## src/sst_pkg.sv

```systemverilog
package sst_pkg;
   // clock and timing
   localparam int CLK_MHZ           = 100;
   localparam int SETTLE_US         = 512;  // pull-down / settle window
   localparam int DISCH_US          = 128;  // master-mode discharge window
   localparam int SETTLE_CYCLES_DEF = SETTLE_US * CLK_MHZ;
   localparam int DISCH_CYCLES_DEF  = DISCH_US * CLK_MHZ;
   localparam int TMR_W             = 17;
   // data words
   localparam int TAG_W             = 5;
   localparam int PAY_W             = 16;
   localparam logic [PAY_W-1:0] EMPTY_CODE = 16'h01f0;
   // output test field in the self-test settings word
   localparam int STS_W             = 11;
   localparam int OT_LEVEL_BIT      = 10;
   localparam int OT_SEL_HI         = 9;
   localparam int OT_SEL_LO         = 5;
   localparam logic [4:0] OT_SEL_ONE = 5'h15;
   localparam logic [4:0] OT_SEL_TWO = 5'h16;
   // self-test setup word
   localparam int SELF_TEST_SETUP_REGISTER_W            = 3;
   localparam int SELF_TEST_SETUP_REGISTER_BUF_TEST     = 0;
   localparam int SELF_TEST_SETUP_REGISTER_FORCE_CRC    = 1;
   localparam int SELF_TEST_SETUP_REGISTER_FORCE_TAG    = 2;
   // second status word layout
   localparam int SR2_W             = 16;
   localparam int SR2_GS1           = 0;
   localparam int SR2_GS2           = 8;
   localparam int SR2_BE1           = 1;
   localparam int SR2_BE2           = 9;
   localparam int SR2_STB1          = 2;
   localparam int SR2_STB2          = 10;
   // monitor self check
   localparam int MON_PERIOD_DEF    = 1000;
   localparam int MON_WINDOW        = 16;
   localparam int MON_W             = 16;

   // one slot entry: tag, global fault and payload written together
   typedef struct packed {
      logic             gfault;
      logic [TAG_W-1:0] tag;
      logic [PAY_W-1:0] payload;
   } sst_slot_word_type;

   typedef enum logic [5:0] {
      CC_IDLE    = 6'b000001,
      CC_SLV     = 6'b000010,
      CC_STB_ON  = 6'b000100,
      CC_STB_DIS = 6'b001000,
      CC_X_ON    = 6'b010000,
      CC_X_DIS   = 6'b100000
   } sst_cc_state_type;
endpackage : sst_pkg

```

## src/sst_safety_self_test_unit.sv

```systemverilog
// Behaviour
// - monitors are exercised periodically at run time without any command
// - a five-bit slot tag is programmable for every slot of both channels
// - sensor data reads return the slot's programmed tag alongside the data
// - returned frame carries a global fault: supply undervoltage or parity fault
// - clock errors stay out of global fault; reset at once when reaction bit is 0
// - tag and decoded payload are stored in one write, slot from dec_slot
// - checksum and tag mismatch failures forceable only in self test mode
// - after each valid read the buffer must hold the empty code 1F0
// - failed empty check latches per-channel fault, cleared on status read
// - setup bit 0 keeps old data after a read to provoke the fault
// - selected output in test mode is driven static by test level bit 10
// - select field 9:5: 10101 output one, 10110 output two, else off
// - never more than one data output in test mode
// - coupling check starts only with both interfaces off, else results reset
// - while checking, channel-on and supply-disable commands are ignored
// - only abort stops a running check; master-mode abort sets abort flag
// - busy only while a check runs; done set when it finishes
// - done, abort and all results clear on read or a start request while idle
// - status bits 0 and 8 hold master ground-short results until cleared
// - slave mode pulls both lines down for 512 us, then releases each
// - slave mode passes a channel only if its undervoltage flag is one
// - master check ends after its schedule; slave abort sets no abort flag
`timescale 1ns/1ps
module sst_safety_self_test_unit
   import sst_pkg::*;
#(
   parameter int CH_SLOTS      = 4,
   parameter int SETTLE_CYCLES = sst_pkg::SETTLE_CYCLES_DEF,
   parameter int DISCH_CYCLES  = sst_pkg::DISCH_CYCLES_DEF,
   parameter int MON_PERIOD    = sst_pkg::MON_PERIOD_DEF
) (
   // clock and reset
   input  wire logic                          core_clk,
   input  wire logic                          rst_n,
   // analog comparator and status pins
   input  wire logic [1:0]                    line_undervoltage,
   input  wire logic [1:0]                    battery_short_raw,
   input  wire logic [1:0]                    ground_short_raw,
   input  wire logic [1:0]                    interface_on,
   input  wire logic                          monitor_response,
   output logic                               monitor_test_inject,
   output logic                               monitor_check_fault,
   // fault sources for the global fault bit and clock reaction
   input  wire logic                          supply_undervoltage,
   input  wire logic                          parity_fault,
   input  wire logic                          clock_error,
   input  wire logic                          clock_fault_reaction,
   output logic                               clock_reset_request,
   // slot tag programming
   input  wire logic                          tag_write,
   input  wire logic [$clog2(2*CH_SLOTS)-1:0] tag_slot,
   input  wire logic [sst_pkg::TAG_W-1:0]     tag_value,
   // decoder side
   input  wire logic                          dec_valid,
   input  wire logic [$clog2(2*CH_SLOTS)-1:0] dec_slot,
   input  wire logic [sst_pkg::PAY_W-1:0]     dec_payload,
   // sensor data read
   input  wire logic                          rd_req,
   input  wire logic [$clog2(2*CH_SLOTS)-1:0] rd_slot,
   output sst_pkg::sst_slot_word_type         rd_word,
   output logic                               rd_crc_fail,
   // self test mode and setup
   input  wire logic                          self_test_enter,
   input  wire logic                          self_test_exit,
   output logic                               self_test_mode,
   input  wire logic [sst_pkg::SELF_TEST_SETUP_REGISTER_W-1:0]    self_test_setup_register,
   input  wire logic [sst_pkg::STS_W-1:0]     self_test_settings,
   // data outputs
   input  wire logic                          data_in_one,
   input  wire logic                          data_in_two,
   output logic                               data_output_one,
   output logic                               data_output_two,
   // channel coupling check
   input  wire logic                          cc_start,
   input  wire logic                          cc_master,
   input  wire logic                          cc_abort,
   input  wire logic                          cc_results_read,
   output logic                               coupling_busy_flag,
   output logic                               coupling_done_flag,
   output logic                               coupling_abort_flag,
   output logic [1:0]                         coupling_result_flag,
   output logic [1:0]                         coupling_ground_short_result,
   output logic [1:0]                         cc_battery_short_result,
   output logic [1:0]                         cc_channel_enable,
   output logic [1:0]                         pulldown_test_current,
   // channel and supply commands
   input  wire logic [1:0]                    channel_on_cmd,
   input  wire logic                          supply_off_cmd,
   output logic [1:0]                         channel_on_accept,
   output logic                               supply_off_accept,
   // second status word
   input  wire logic                          sr2_read,
   output logic [sst_pkg::SR2_W-1:0]          second_status_register
);
   localparam int SLOTS = 2 * CH_SLOTS;
   localparam int SW    = $clog2(SLOTS);

   sst_slot_word_type slot_mem [SLOTS];
   logic [TAG_W-1:0]  slot_tag [SLOTS];
   logic [1:0]        uv;
   logic [1:0]        stb;
   logic [1:0]        gs_rt;
   logic [1:0]        if_on;
   logic              mon_resp;
   logic              chk_pend;
   logic [SW-1:0]     chk_slot;
   logic [1:0]        empty_buffer_fault;
   logic [MON_W-1:0]  mon_cnt;
   logic              ot_one;
   logic              ot_two;
   sst_cc_state_type  cc_state;
   logic [TMR_W-1:0]  cc_tmr;
   logic              cc_ch;
   logic              cc_is_master;
   logic [1:0]        cc_excl;
   logic              gs_hold;
   logic              cc_clear;
   logic              tmr_end;

   // slot index to physical channel
   function automatic logic slot_chan(input logic [SW-1:0] s);
      return (32'(s) >= CH_SLOTS);
   endfunction : slot_chan

   // one-hot test select decode
   function automatic logic [1:0] ot_decode(input logic [4:0] sel);
      return {sel == OT_SEL_TWO, sel == OT_SEL_ONE};
   endfunction : ot_decode

   // pin-side inputs come from the analog domain
   sst_sync3 #(.WIDTH(9)) u_sync (
      .core_clk (core_clk),
      .rst_n    (rst_n),
      .async_in ({monitor_response, interface_on, ground_short_raw, battery_short_raw, line_undervoltage}),
      .sync_out ({mon_resp, if_on, gs_rt, stb, uv})
   );

   // periodic monitor exercise; a stuck comparator shows as a missing response
   always_ff @(posedge core_clk or negedge rst_n) begin
      if (!rst_n) begin
         mon_cnt             <= '0;
         monitor_test_inject <= 1'b0;
         monitor_check_fault <= 1'b0;
      end else begin
         mon_cnt <= (32'(mon_cnt) >= MON_PERIOD - 1) ? '0 : mon_cnt + 1'b1;
         monitor_test_inject <= (32'(mon_cnt) < MON_WINDOW);
         if (32'(mon_cnt) == MON_WINDOW - 1 && !mon_resp) begin
            monitor_check_fault <= 1'b1;
         end
      end
   end

   // clock error bypasses the global fault and requests reset directly when the reaction bit is 0
   assign clock_reset_request = clock_error && !clock_fault_reaction;

   // self test mode entered and left by command
   always_ff @(posedge core_clk or negedge rst_n) begin
      if (!rst_n) begin
         self_test_mode <= 1'b0;
      end else if (self_test_enter) begin
         self_test_mode <= 1'b1;
      end else if (self_test_exit) begin
         self_test_mode <= 1'b0;
      end
   end

   // tag table programmed by the host
   always_ff @(posedge core_clk or negedge rst_n) begin
      if (!rst_n) begin
         for (int i = 0; i < SLOTS; i++) slot_tag[i] <= '0;
      end else if (tag_write) begin
         slot_tag[tag_slot] <= tag_value;
      end
   end

   // data store: decoder writes tag, fault and payload in one access;
   // a read refills with the empty code unless the buffer test holds it
   always_ff @(posedge core_clk or negedge rst_n) begin
      if (!rst_n) begin
         for (int i = 0; i < SLOTS; i++) slot_mem[i] <= '{1'b0, '0, EMPTY_CODE};
      end else begin
         if (rd_req && !self_test_setup_register[SELF_TEST_SETUP_REGISTER_BUF_TEST]) begin
            slot_mem[rd_slot].payload <= EMPTY_CODE;
         end
         if (dec_valid) begin
            slot_mem[dec_slot] <= '{supply_undervoltage || parity_fault, slot_tag[dec_slot], dec_payload};
         end
      end
   end

   // read answer registered; forced failures only inside self test mode
   always_ff @(posedge core_clk or negedge rst_n) begin
      if (!rst_n) begin
         rd_word     <= '0;
         rd_crc_fail <= 1'b0;
      end else if (rd_req) begin
         rd_word <= slot_mem[rd_slot];
         rd_word.gfault <= slot_mem[rd_slot].gfault || supply_undervoltage || parity_fault;
         rd_word.tag <= slot_mem[rd_slot].tag
                        ^ TAG_W'(self_test_mode && self_test_setup_register[SELF_TEST_SETUP_REGISTER_FORCE_TAG]);
         rd_crc_fail <= self_test_mode && self_test_setup_register[SELF_TEST_SETUP_REGISTER_FORCE_CRC];
      end
   end

   // empty check one cycle after the read; a new decoder word in that
   // cycle is legitimate data, so it masks the check
   always_ff @(posedge core_clk or negedge rst_n) begin
      if (!rst_n) begin
         chk_pend           <= 1'b0;
         chk_slot           <= '0;
         empty_buffer_fault <= '0;
      end else begin
         chk_pend <= rd_req && !(dec_valid && dec_slot == rd_slot);
         chk_slot <= rd_slot;
         if (sr2_read) begin
            empty_buffer_fault <= '0;
         end
         if (chk_pend && slot_mem[chk_slot].payload != EMPTY_CODE
             && !(dec_valid && dec_slot == chk_slot)) begin
            empty_buffer_fault[slot_chan(chk_slot)] <= 1'b1;
         end
      end
   end

   // output test select, at most one output at a time by decode
   always_ff @(posedge core_clk or negedge rst_n) begin
      if (!rst_n) begin
         ot_one <= 1'b0;
         ot_two <= 1'b0;
      end else begin
         {ot_two, ot_one} <= ot_decode(self_test_settings[OT_SEL_HI:OT_SEL_LO]);
      end
   end

   // data outputs registered; test level overrides only the selected one
   always_ff @(posedge core_clk or negedge rst_n) begin
      if (!rst_n) begin
         data_output_one <= 1'b0;
         data_output_two <= 1'b0;
      end else begin
         data_output_one <= ot_one ? self_test_settings[OT_LEVEL_BIT] : data_in_one;
         data_output_two <= ot_two ? self_test_settings[OT_LEVEL_BIT] : data_in_two;
      end
   end

   assign tmr_end  = (32'(cc_tmr) == 0);
   assign cc_clear = cc_results_read || (cc_start && cc_state == CC_IDLE);

   // coupling check sequencer; the timer is loaded on every entry to a state other than CC_IDLE
   always_ff @(posedge core_clk or negedge rst_n) begin
      if (!rst_n) begin
         cc_state     <= CC_IDLE;
         cc_tmr       <= '0;
         cc_ch        <= 1'b0;
         cc_is_master <= 1'b0;
         cc_excl      <= '0;
      end else begin
         cc_tmr <= tmr_end ? '0 : cc_tmr - 1'b1;
         unique case (cc_state)
            CC_IDLE: begin
               if (cc_start && if_on == 2'b00) begin
                  cc_is_master <= cc_master;
                  cc_ch        <= 1'b0;
                  cc_excl      <= '0;
                  cc_tmr       <= TMR_W'(SETTLE_CYCLES - 1);
                  cc_state     <= cc_master ? CC_STB_ON : CC_SLV;
               end
            end
            CC_SLV: begin
               if (tmr_end) cc_state <= CC_IDLE;
            end
            CC_STB_ON: begin
               if (tmr_end) begin
                  if (stb[cc_ch]) cc_excl[cc_ch] <= 1'b1;
                  cc_tmr   <= TMR_W'(DISCH_CYCLES - 1);
                  cc_state <= CC_STB_DIS;
               end
            end
            CC_STB_DIS: begin
               if (tmr_end) begin
                  cc_tmr <= TMR_W'(SETTLE_CYCLES - 1);
                  if (!cc_ch) begin
                     cc_ch    <= 1'b1;
                     cc_state <= CC_STB_ON;
                  end else if (!cc_excl[0]) begin
                     cc_ch    <= 1'b0;
                     cc_state <= CC_X_ON;
                  end else if (!cc_excl[1]) begin
                     cc_state <= CC_X_ON;
                  end else begin
                     cc_state <= CC_IDLE;
                  end
               end
            end
            CC_X_ON: begin
               if (tmr_end) begin
                  cc_tmr   <= TMR_W'(DISCH_CYCLES - 1);
                  cc_state <= CC_X_DIS;
               end
            end
            CC_X_DIS: begin
               if (tmr_end) begin
                  if (!cc_ch && !cc_excl[1]) begin
                     cc_ch    <= 1'b1;
                     cc_tmr   <= TMR_W'(SETTLE_CYCLES - 1);
                     cc_state <= CC_X_ON;
                  end else begin
                     cc_state <= CC_IDLE;
                  end
               end
            end
         endcase
         if (cc_abort && cc_state != CC_IDLE) begin
            cc_state <= CC_IDLE;
         end
      end
   end

   // result flags; a completing check wins over a clear in the same cycle
   always_ff @(posedge core_clk or negedge rst_n) begin
      if (!rst_n) begin
         coupling_done_flag           <= 1'b0;
         coupling_abort_flag          <= 1'b0;
         coupling_result_flag         <= '0;
         coupling_ground_short_result <= '0;
         cc_battery_short_result      <= '0;
         gs_hold                      <= 1'b0;
      end else begin
         if (cc_clear) begin
            coupling_done_flag           <= 1'b0;
            coupling_abort_flag          <= 1'b0;
            coupling_result_flag         <= '0;
            coupling_ground_short_result <= '0;
            cc_battery_short_result      <= '0;
            gs_hold                      <= 1'b0;
         end
         if (cc_state == CC_SLV && tmr_end && !cc_abort) begin
            coupling_result_flag <= ~uv;
            coupling_done_flag   <= 1'b1;
         end
         if (cc_state == CC_STB_ON && tmr_end && stb[cc_ch] && !cc_abort) begin
            cc_battery_short_result[cc_ch] <= 1'b1;
         end
         if (cc_state == CC_X_ON && tmr_end && !cc_abort) begin
            if (uv[cc_ch]) coupling_ground_short_result[cc_ch] <= 1'b1;
            if (!uv[!cc_ch]) coupling_result_flag[!cc_ch] <= 1'b1;
         end
         if (cc_is_master && !cc_abort && tmr_end
             && ((cc_state == CC_X_DIS && !(!cc_ch && !cc_excl[1]))
                 || (cc_state == CC_STB_DIS && cc_ch && cc_excl == 2'b11))) begin
            coupling_done_flag <= 1'b1;
            gs_hold            <= 1'b1;
         end
         if (cc_abort && cc_is_master && cc_state != CC_IDLE) begin
            coupling_abort_flag <= 1'b1;
         end
      end
   end

   // line drive derived from the sequencer state
   always_comb begin
      coupling_busy_flag    = (cc_state != CC_IDLE);
      cc_channel_enable     = '0;
      pulldown_test_current = '0;
      if (cc_state == CC_SLV) pulldown_test_current = 2'b11;
      if (cc_state == CC_STB_ON || cc_state == CC_X_ON) cc_channel_enable[cc_ch] = 1'b1;
      if (cc_state == CC_STB_DIS || cc_state == CC_X_DIS) pulldown_test_current[cc_ch] = 1'b1;
   end

   // commands that would disturb the lines are dropped while checking
   assign channel_on_accept = coupling_busy_flag ? 2'b00 : channel_on_cmd;
   assign supply_off_accept = supply_off_cmd && !coupling_busy_flag;

   // second status word; ground-short bits switch to held results
   always_comb begin
      second_status_register           = '0;
      second_status_register[SR2_GS1]  = gs_hold ? coupling_ground_short_result[0] : gs_rt[0];
      second_status_register[SR2_GS2]  = gs_hold ? coupling_ground_short_result[1] : gs_rt[1];
      second_status_register[SR2_BE1]  = empty_buffer_fault[0];
      second_status_register[SR2_BE2]  = empty_buffer_fault[1];
      second_status_register[SR2_STB1] = cc_battery_short_result[0];
      second_status_register[SR2_STB2] = cc_battery_short_result[1];
   end
endmodule : sst_safety_self_test_unit

```

## src/sst_sync3.sv

```systemverilog
`timescale 1ns/1ps
module sst_sync3 #(
   parameter int WIDTH = 1
) (
   // clock and reset
   input  wire logic             core_clk,
   input  wire logic             rst_n,
   // asynchronous in, filtered out
   input  wire logic [WIDTH-1:0] async_in,
   output logic      [WIDTH-1:0] sync_out
);
   logic [WIDTH-1:0] stage1;
   logic [WIDTH-1:0] stage2;
   logic [WIDTH-1:0] stage3;

   // three stages; a bit only moves once stages two and three agree
   always_ff @(posedge core_clk or negedge rst_n) begin
      if (!rst_n) begin
         stage1   <= '0;
         stage2   <= '0;
         stage3   <= '0;
         sync_out <= '0;
      end else begin
         stage1 <= async_in;
         stage2 <= stage1;
         stage3 <= stage2;
         for (int i = 0; i < WIDTH; i++) begin
            if (stage2[i] == stage3[i]) begin
               sync_out[i] <= stage3[i];
            end
         end
      end
   end
endmodule : sst_sync3

```

## config.mk

```make
export PLATFORM = sky130hd
export DESIGN_NAME = sst_safety_self_test_unit
export DESIGN_NICKNAME = d
export VERILOG_FILES = /design/src/sst_pkg.sv /design/src/sst_safety_self_test_unit.sv /design/src/sst_sync3.sv
export SDC_FILE = /design/constraint.sdc
export NUM_CORES = 1
export LEC_CHECK = 0
export ABC_AREA = 1
export BUFFER_PORTS_ARGS = -buffer_cell sky130_fd_sc_hd__buf_2
export CORE_MARGIN = 5
export CORE_UTILIZATION = 25
export CTS_CLUSTER_DIAMETER = 40
export DETAILED_ROUTE_END_ITERATION = 6
export PLACE_DENSITY = 0.5
export SLEW_MARGIN = 20
export SYNTH_ARGS = -nofsm -noshare
export SYNTH_HDL_FRONTEND = slang
export SYNTH_SLANG_ARGS = --single-unit
```

## constraint.sdc

```tcl
create_clock -name core_clk -period 3.11 [get_ports core_clk]
set_input_delay 0.4665 -clock core_clk [delete_from_list [all_inputs] [get_ports core_clk]]
set_output_delay 0.4665 -clock core_clk [all_outputs]
set_load 0.01 [all_outputs]
```

==> results of run 1 <==
registers in the layout (all words and copies together) (netlist names), 3 cells and up:
name	flops
cc_state	6
u_sync.stage1	9
u_sync.sync_out	9
chk_slot	3
u_sync.stage2	9
rd_word	22
mon_cnt	16
slot_tag	40
cc_tmr	17
u_sync.stage3	9
slot_mem	176
cell usage after synthesis (all sizes together):
master | n | area share
o21a | 6 | 0.0029
xor2 | 11 | 0.0062
o211a | 18 | 0.012
nand2 | 293 | 0.073
buf | 58 | 0.024
a31oi | 21 | 0.0085
or2 | 5 | 0.0020
clkbuf | 19 | 0.0046
o21bai | 3 | 0.0015
dfstp | 41 | 0.070
o21ai | 169 | 0.055
o2111ai | 1 | 0.00057
inv | 240 | 0.058
nor3 | 36 | 0.013
o22ai | 100 | 0.040
nor4 | 6 | 0.0024
nand3 | 135 | 0.045
dfrtp | 299 | 0.48
a21oi | 44 | 0.014
nand3b | 3 | 0.0015
o31ai | 1 | 0.00049
and2 | 1 | 0.00040
nor2 | 146 | 0.040
xnor2 | 5 | 0.0028
mux2 | 2 | 0.0015
maj3 | 9 | 0.0058
and3 | 2 | 0.00081
a21boi | 1 | 0.00049
nor3b | 2 | 0.00097
conb | 1 | 0.00024
ha | 2 | 0.0016
o211ai | 38 | 0.018
nand4 | 19 | 0.0087
area by class of cell:
cell class                      instances  area (sq um)
Fill cell                            6518         42570
Sequential cell                       340          8559
Multi-Input combinational cell       1095          5627
Clock buffer                           64          1450
Tap cell                              790         988.4
Timing Repair Buffer                  151         923.4
Inverter                              240         900.9
Clock inverter                         36         461.7
Antenna cell                            2         5.005
routing by layer:
metal	track usage	routed length (microns)	vias up
li1	-	-	6117
met1	0.1797	20050	6335
met2	0.2302	22260	367
met3	0.02728	2718	93
met4	0.03851	1293	2
met5	0	20	-
power by group:
| part | switching [mW] | internal (mW) | leakage (nW) |
|---|---|---|---|
| clock network | 2.30 | 4.04 | 0.916 |
| registers | 0.474 | 5.28 | 4.16 |
| logic | 1.55 | 0.856 | 3.87 |
| total | 4.33 | 10.2 | 8.94 |
critical path, stage by stage, from the launching register on:
cell	delay, ns
dfrtp_1	0.40
nor2_1	0.23
nand3_1	0.20
nand2_1	0.22
inv_1	0.18
nor2_1	0.13
buf_2	0.14
cells by family after synthesis:
group                      count (synthesis)  share of synthesized area
muxes                                      2                   0.001455
DFF                                      340                     0.5532
and+or+nand+nor                          648                     0.1880
other                                      1                  0.0002423
AOI/OAI and AO/OA                        402                     0.1538
xor gates and xnor gates                  16                   0.009056
adders and majority gates                 11                   0.007439
buffers and inverters                    317                    0.08684
worst paths after layout:
kind                             startpoint                   end  slack, ns  cells past startpoint
max                             cc_state[2]  cc_channel_enable[1]       0.55                      6
min                          self_test_exit        self_test_mode       0.06                      2
max reg2reg                     cc_state[2]           cc_state[3]       1.03                      8
min reg2reg                u_sync.stage1[0]      u_sync.stage2[0]       0.35                      0
max in group asynchronous             rst_n          slot_mem[73]       1.70                      3
min in group asynchronous             rst_n            mon_cnt[3]       0.43                      2
per-stage QoR:
step                      instance area, sq um    util  cells  worst slack [ns]
after floorplan                          15530       -   1752             1.455
after global routing                     18910  0.3076   2716            0.3506
after global placement                   16900  0.2748   2606            0.8237
final                                    18920  0.3077   2718            0.5526
after CTS                                18910  0.3076   2716            0.5526
after detailed placement                 16900  0.2748   2606            0.8099
==> run_results.csv, run 1 <==
group,metric,value,unit
yosys,netlist_area,15470,sq um
worst_setup_path,critPathMaxFanout,7,
grt,grt_pass1_vias,12820,
yosys,ys_ff_latch,340,
run,cap_violations,0,
route,viasPerCell,4.751,
placed_design,portBuffers,119,
floorplanning,row_count,91,
clock_tree,cts_made_buffers,54,
grt,grt_pass1_wl,73580,microns
final_layout,nets,1958,
clock_tree,cts_hold_buf,10,
clock_tree,clk_pin_slew_worst_paths,0.05,ns
route,antenna_left,0,
yosys,synth_cells,1737,
final_layout,final_cell_mix,"dfrtp_1 (299), nand2_1 (284), inv_1 (227), o21ai_0 (157), nor2_1 (134)",
grt,grt_usage,0.1366,
floorplanning,die_y,258.8,microns
yosys,synth_seq_area_share,0.5532,
sta,tightest_slew,0.6610,ns
hold_path,hp-class,"input port to flip-flop",
route,wire_per_inst,17.05,microns
sta,finClkSkew,0.01994,ns
sta,final.setup.tns,0,ns
worst_setup_path,startpoint_type,"flip-flop",
placed_design,gp_congestion,0.8429,
route,drtPass1Iterations,5,
pwr,p_leak,8.941,nW
clock_tree,clock_sinks,340,
pwr,powerDensity,766.5,nW/um^2
floorplanning,design.die.area,66970,sq um
worst_setup_path,critPathCaptureType,"output pin",
sta,whs,0.05802,ns
outcome,status,"finished clean",
sta,max_freq,0.3910,GHz
clock_tree,h-tree-depth,2,
sta,hold_viol_final,0,
sta,rsz0062_at_grt,"false",
floorplanning,start_util,0.2517,
sta,setup_viol,0,
clock_tree,root_buffer,"clkbuf_16",
floorplanning,core_area,61480,sq um
worst_setup_path,critPathKind,"flip-flop to output pin",
route,drt_wl_total,46340,microns
clock_tree,cts_setup_buffers,0,
clock_tree,cts_resized,0,
route,drc,0,
grt,grt_overflow,0,
floorplanning,io_pins,135,
final_layout,drive_above_1_share,0.1687,
final_layout,area_growth,22.24,%
yosys,ys_types,48,
sta,drv_slew,0,
sta,min_period,2.557,ns
pwr,finalPower,14.50,mW
sta,fin_crit_sh,0.8223,
worst_setup_path,worstPathRequired,2.64,ns
route,drt_iter0_drc,981,
yosys,yosysWarnings,0,
clock_tree,clockBufferDepth,3,
placed_design,dp_hpwl,32440,microns
final_layout,final_common_cell,"dfrtp_1",
floorplanning,die_w,258.8,microns
clock_tree,clock_latency,0.59,ns
yosys,postSynthAreaPerCell,8.908,sq um
clock_tree,cts_tree,"done",
route,vias,12910,
grt,grt_max_degree,153,
pwr,peakVddDrop,0.3914,mV
grt,antenna_found_initial,7,
sta,slew_headroom,0.5588,
worst_setup_path,arrival,2.09,ns
Note: power is estimated with default switching activity, not from simulation.
==> run 2, diff against run 1 <==
==> constraint.sdc (replaced) <==
create_clock -name core_clk -period 2.4 [get_ports core_clk]
set_input_delay 0.36 -clock core_clk [delete_from_list [all_inputs] [get_ports core_clk]]
set_output_delay 0.36 -clock core_clk [all_outputs]
set_load 0.01 [all_outputs]
==> run_results.csv, run 2 (synthesized netlist as in run 1, its figures left out) <==
group,metric,value,unit
run,cap_violations,0,
final_layout,nets,1987,
worst_setup_path,arrival,1.90,ns
final_layout,top_register,"slot_mem",
grt,antenna_found_initial,6,
final_layout,drive_above_1_share,0.1777,
worst_setup_path,critPathKind,"flip-flop to output pin",
route,drtPass1Iterations,5,
clock_tree,cts_made_buffers,51,
clock_tree,clock_latency,0.58,ns
sta,max_freq,0.4431,GHz
floorplanning,die_y,258.8,microns
floorplanning,die_w,258.8,microns
final_layout,largest_registers,"slot_mem: 176 flops, slot_tag: 40 flops, rd_word: 22 flops",
hold_path,hp-start,"self_test_settings[10]",
final_layout,final_util,0.3126,
sta,fin_crit_sh,0.9404,
floorplanning,design.die.area,66970,sq um
clock_tree,root_buffer,"clkbuf_16",
worst_setup_path,startpoint_type,"flip-flop",
grt,grt_pass1_vias,13280,
worst_setup_path,crit_slowest_cell,"dfrtp_1",
worst_setup_path,rr_endpoint,"cc_tmr[1]",
sta,slew_headroom,0.5430,
floorplanning,row_count,91,
route,drt_wl_total,47040,microns
route,viasPerCell,4.739,
clock_tree,clk_pin_slew_worst_paths,0.05,ns
grt,grt_overflow,0,
clock_tree,h-tree-depth,2,
worst_setup_path,critPathMaxFanout,7,
route,drt_iter0_drc,1168,
final_layout,final_cell_mix,"dfrtp_1 (299), nand2_1 (283), inv_1 (227), o21ai_0 (157), nor2_1 (131)",
route,vias,13010,
worst_setup_path,crit_chain,"nor2_4 > nand3_2 > nand2_2 > inv_1 > nor2_1 > buf_2",
worst_setup_path,max_stage_delay,0.42,ns
hold_path,hp-class,"input port to flip-flop",
sta,tightest_slew,0.6818,ns
worst_setup_path,r2r_start,"cc_tmr[0]",
pwr,peakVddDrop,0.5259,mV
placed_design,dp_hpwl,33150,microns
sta,final.setup.tns,0,ns
floorplanning,io_pins,135,
placed_design,gp_congestion,0.8746,
grt,grt_max_degree,114,
route,drc,0,
sta,rsz0062_at_grt,"false",
sta,hold_viol_final,0,
sta,drv_slew,0,
worst_setup_path,worstPathRequired,2.04,ns
clock_tree,clock_sinks,340,
final_layout,seq_area,8559,sq um
final_layout,final_common_cell,"dfrtp_1",
pwr,powerDensity,970.2,nW/um^2
grt,grt_pass1_wl,74790,microns
placed_design,portBuffers,119,
route,wire_per_inst,17.14,microns
outcome,status,"finished clean",
final_layout,area_growth,24.21,%
sta,finClkSkew,0.03019,ns
sta,min_period,2.257,ns
pwr,p_leak,9.097,nW
clock_tree,clockBufferDepth,3,
grt,grt_usage,0.1393,
floorplanning,core_area,61480,sq um
sta,setup_viol,0,
final_layout,largest_reg_flops,176,
final_layout,multi_input_area,5672,sq um
sta,whs,0.04066,ns
worst_setup_path,r2r_setup_slack,0.45,ns
final_layout,fillers,6463,
floorplanning,start_util,0.2517,
route,antenna_left,0,
worst_setup_path,critPathCaptureType,"output pin",
clock_tree,cts_setup_buffers,0,
worst_setup_path,worstRegToRegCells,9,
hold_path,hold_end,"data_output_two",
clock_tree,cts_tree,"done",
hold_path,whs_path_depth,2,
==> run 2: metrics by stage <==
stage | power (mW) | worst slack [ns] | instances | area (sq um)
floorplan | 9.511 | 0.8276 | 1752 | 15530
global placement | 10.63 | 0.3757 | 2625 | 17100
global route | 19.69 | 0.008911 | 2743 | 19220
CTS | 18.84 | 0.01353 | 2743 | 19180
finish | 18.65 | 0.1431 | 2744 | 19220
detailed placement | 10.72 | 0.2824 | 2625 | 17100
==> run 2: worst max-delay path, delay by kind of cell (launching register included) <==
family        cells  cell delay [ns]
buf+inv           2             0.28
flops             1             0.42
simple gates      4             0.62
==> run 2: repair_timing <==
item                                   in CTS  in global routing
hold buffers                               23                  0
setup endpoints to repair                   4                  5
gates resized for setup                     4                  7
endpoints found under the hold margin      67                  0
cloned                                      0                  0
==> run 2: report_power, final <==
group          switching, mW  internal [mW]  leakage (nW)
clock network           2.85           5.10         0.899
registers              0.622           6.84          4.16
logic                   2.06           1.18          4.04
==> run 2: worst max-delay path by stage <==
stage                                     to  slack [ns]  cells after the start        start
floorplan                          cc_tmr[3]        0.83                     12    cc_tmr[0]
global placement                 slot_mem[4]        0.38                      7   rd_slot[1]
detailed placement              slot_mem[15]        0.28                      6   rd_slot[1]
finish                  cc_channel_enable[1]        0.14                      6  cc_state[3]
CTS                 pulldown_test_current[1]        0.01                      6  cc_state[3]
global route            cc_channel_enable[1]       0.009                      7  cc_state[4]
==> run 2: per-layer routing <==
| layer | GRT usage | part of all wire | wire, microns | vias to the layer above |
|---|---|---|---|---|
| li1 | - | - | - | 6175 |
| met1 | 0.1838 | 0.43 | 20310 | 6357 |
| met2 | 0.2299 | 0.47 | 22290 | 359 |
| met3 | 0.02601 | 0.055 | 2600 | 110 |
| met4 | 0.05032 | 0.039 | 1815 | 4 |
| met5 | 0 | 0.00057 | 27 | - |
==> run 2: layout make-up <==
cell class                      count  share of cell area
Clock buffer                       60             0.07141
Multi-Input combinational cell   1095              0.2951
Inverter                          240             0.04687
Timing Repair Buffer              183             0.06549
Tap cell                          790             0.05143
Clock inverter                     35             0.02422
Sequential cell                   340              0.4453
Antenna cell                        1           0.0001302
==> run 3, diff against run 2 <==
--- a/config.mk
+++ b/config.mk
@@ -11,7 +11,6 @@
 export CORE_UTILIZATION = 25
 export CTS_CLUSTER_DIAMETER = 40
 export DETAILED_ROUTE_END_ITERATION = 6
-export PLACE_DENSITY = 0.5
 export SLEW_MARGIN = 20
 export SYNTH_ARGS = -nofsm -noshare
 export SYNTH_HDL_FRONTEND = slang
==> constraint.sdc (replaced) <==
create_clock -name core_clk -period 2.9 [get_ports core_clk]
set_input_delay 0.435 -clock core_clk [delete_from_list [all_inputs] [get_ports core_clk]]
set_output_delay 0.435 -clock core_clk [all_outputs]
set_load 0.01 [all_outputs]
==> run_results.csv, run 3 (synthesized netlist as in run 1, its figures left out) <==
group,metric,value,unit
clock_tree,cts_setup_buffers,0,
worst_setup_path,critPathCaptureType,"output pin",
pwr,p_sw,4.470,mW
worst_setup_path,critPathMaxFanout,7,
pwr,p_sw_frac,0.3048,
clock_tree,cts_made_buffers,48,
pwr,p_leak,8.877,nW
final_layout,fillers,6424,
route,drt_iter0_drc,1102,
sta,slew_headroom,0.4878,
floorplanning,die_w,258.8,microns
final_layout,final_area,18770,sq um
pwr,peakVddDrop,0.4270,mV
final_layout,seq_area,8559,sq um
route,vias,12940,
sta,whs,0.04811,ns
clock_tree,clock_latency,0.59,ns
clock_tree,clockBufferDepth,3,
pwr,seq_power_share,0.421,
worst_setup_path,critPathKind,"flip-flop to output pin",
worst_setup_path,worstPathRequired,2.47,ns
worst_setup_path,crit_start,"cc_state[3]",
pwr,p_clk_frac,0.402,
floorplanning,design.die.area,66970,sq um
floorplanning,start_util,0.2517,
clock_tree,cts_tree,"done",
final_layout,largest_reg_flops,176,
sta,tightest_slew,0.7603,ns
clock_tree,h-tree-depth,2,
sta,drv_slew,0,
sta,final.setup.tns,0,ns
route,drt_wl_total,45330,microns
worst_setup_path,startpoint_type,"flip-flop",
route,viasPerCell,4.756,
sta,finClkSkew,0.02581,ns
final_layout,drive_above_1_share,0.1674,
placed_design,dp_hpwl,31370,microns
grt,grt_overflow,0,
pwr,cellInternalPower,10.19,mW
route,drtPass1Iterations,6,
outcome,status,"finished clean",
grt,grt_pass1_wl,72240,microns
sta,hold_viol_final,0,
clock_tree,clock_sinks,340,
sta,max_freq,0.3968,GHz
pwr,powerDensity,781.3,nW/um^2
final_layout,largest_registers,"slot_mem: 176 flops, slot_tag: 40 flops, rd_word: 22 flops",
final_layout,final_cell_mix,"dfrtp_1 (299), nand2_1 (284), inv_1 (227), o21ai_0 (157), nor2_1 (134)",
route,wire_per_inst,16.67,microns
sta,setup_viol,0,
floorplanning,core_area,61480,sq um
clock_tree,cts_resized,0,
final_layout,nets,1965,
final_layout,area_growth,21.28,%
clock_tree,cts_hold_buf,14,
clock_tree,clk_pin_slew_worst_paths,0.05,ns
sta,min_period,2.520,ns
pwr,finalPower,14.66,mW
final_layout,multi_input_area,5627,sq um
route,antenna_left,0,
placed_design,dp_slack,0.6247,ns
run,cap_violations,0,
route,drc,0,
clock_tree,root_buffer,"clkbuf_16",
floorplanning,io_pins,135,
pwr,p_comb_frac,0.177,
sta,timing.final.ws_setup,0.3798,ns
placed_design,portBuffers,119,
floorplanning,die_y,258.8,microns
worst_setup_path,r2r_start,"cc_state[3]",
sta,fin_crit_sh,0.8690,
worst_setup_path,arrival,2.09,ns
hold_path,hp-class,"input port to flip-flop",
floorplanning,row_count,91,
grt,grt_usage,0.1332,
final_layout,top_register,"slot_mem",
placed_design,placed_area,16970,sq um
hold_path,hp-start,"self_test_enter",
placed_design,gp_congestion,0.8927,
final_layout,final_common_cell,"dfrtp_1",
grt,grt_pass1_vias,12880,
grt,grt_max_degree,153,
sta,rsz0062_at_grt,"false",
grt,antenna_found_initial,5,
run 3: final timing paths:
check                                        to  slack, ns  cells after the start
max                        cc_channel_enable[0]       0.38                      6
min                              self_test_mode       0.05                      2
max reg2reg                         cc_state[3]       0.86                      8
min reg2reg                    u_sync.stage2[4]       0.34                      0
max in group asynchronous         slot_mem[117]       1.62                      3
min in group asynchronous   monitor_check_fault       0.39                      2
run 3: area by class of cell:
cell class / instances / share of cell area
Antenna cell: 1 / 0.0001333
Clock buffer: 59 / 0.06940
Clock inverter: 31 / 0.01893
Inverter: 240 / 0.04800
Multi-Input combinational cell: 1095 / 0.2998
Sequential cell: 340 / 0.4561
Tap cell: 790 / 0.05267
Timing Repair Buffer: 164 / 0.05494
run 3: metrics by stage:
| stage | utilization | std cells |
|---|---|---|
| 2_1_floorplan | - | 1752 |
| 3_3_place_gp | 0.2759 | 2615 |
| 3_5_place_dp | 0.2759 | 2615 |
| 4_1_cts | 0.3052 | 2719 |
| 5_1_grt | 0.3052 | 2720 |
| 6_report | 0.3052 | 2720 |
run 3: power groups by stage:
stage                     Clock [mW]  Sequential (mW)  Combinational, mW
after global routing            6.25             6.28               2.96
final                           5.90             6.17               2.59
after CTS                       6.03             6.16               2.60
after floorplan                    0             6.11               1.76
after global placement             0             6.20               2.50
after detailed placement           0             6.23               2.57
run 3: routing by layer:
metal,wire length (microns),track usage,share of wire
met5,12,0,0.00026
met4,1129,0.03940,0.025
met3,3539,0.03088,0.078
met2,21120,0.2134,0.47
met1,19530,0.1809,0.43
run 3: critical path, stage by stage, from the launching register on:
cell and delay [ns]:
dfrtp_1 0.39, nor2_1 0.23, nand3_1 0.21, nand2_1 0.23, inv_1 0.18, nor2_1 0.12
buf_2 0.14
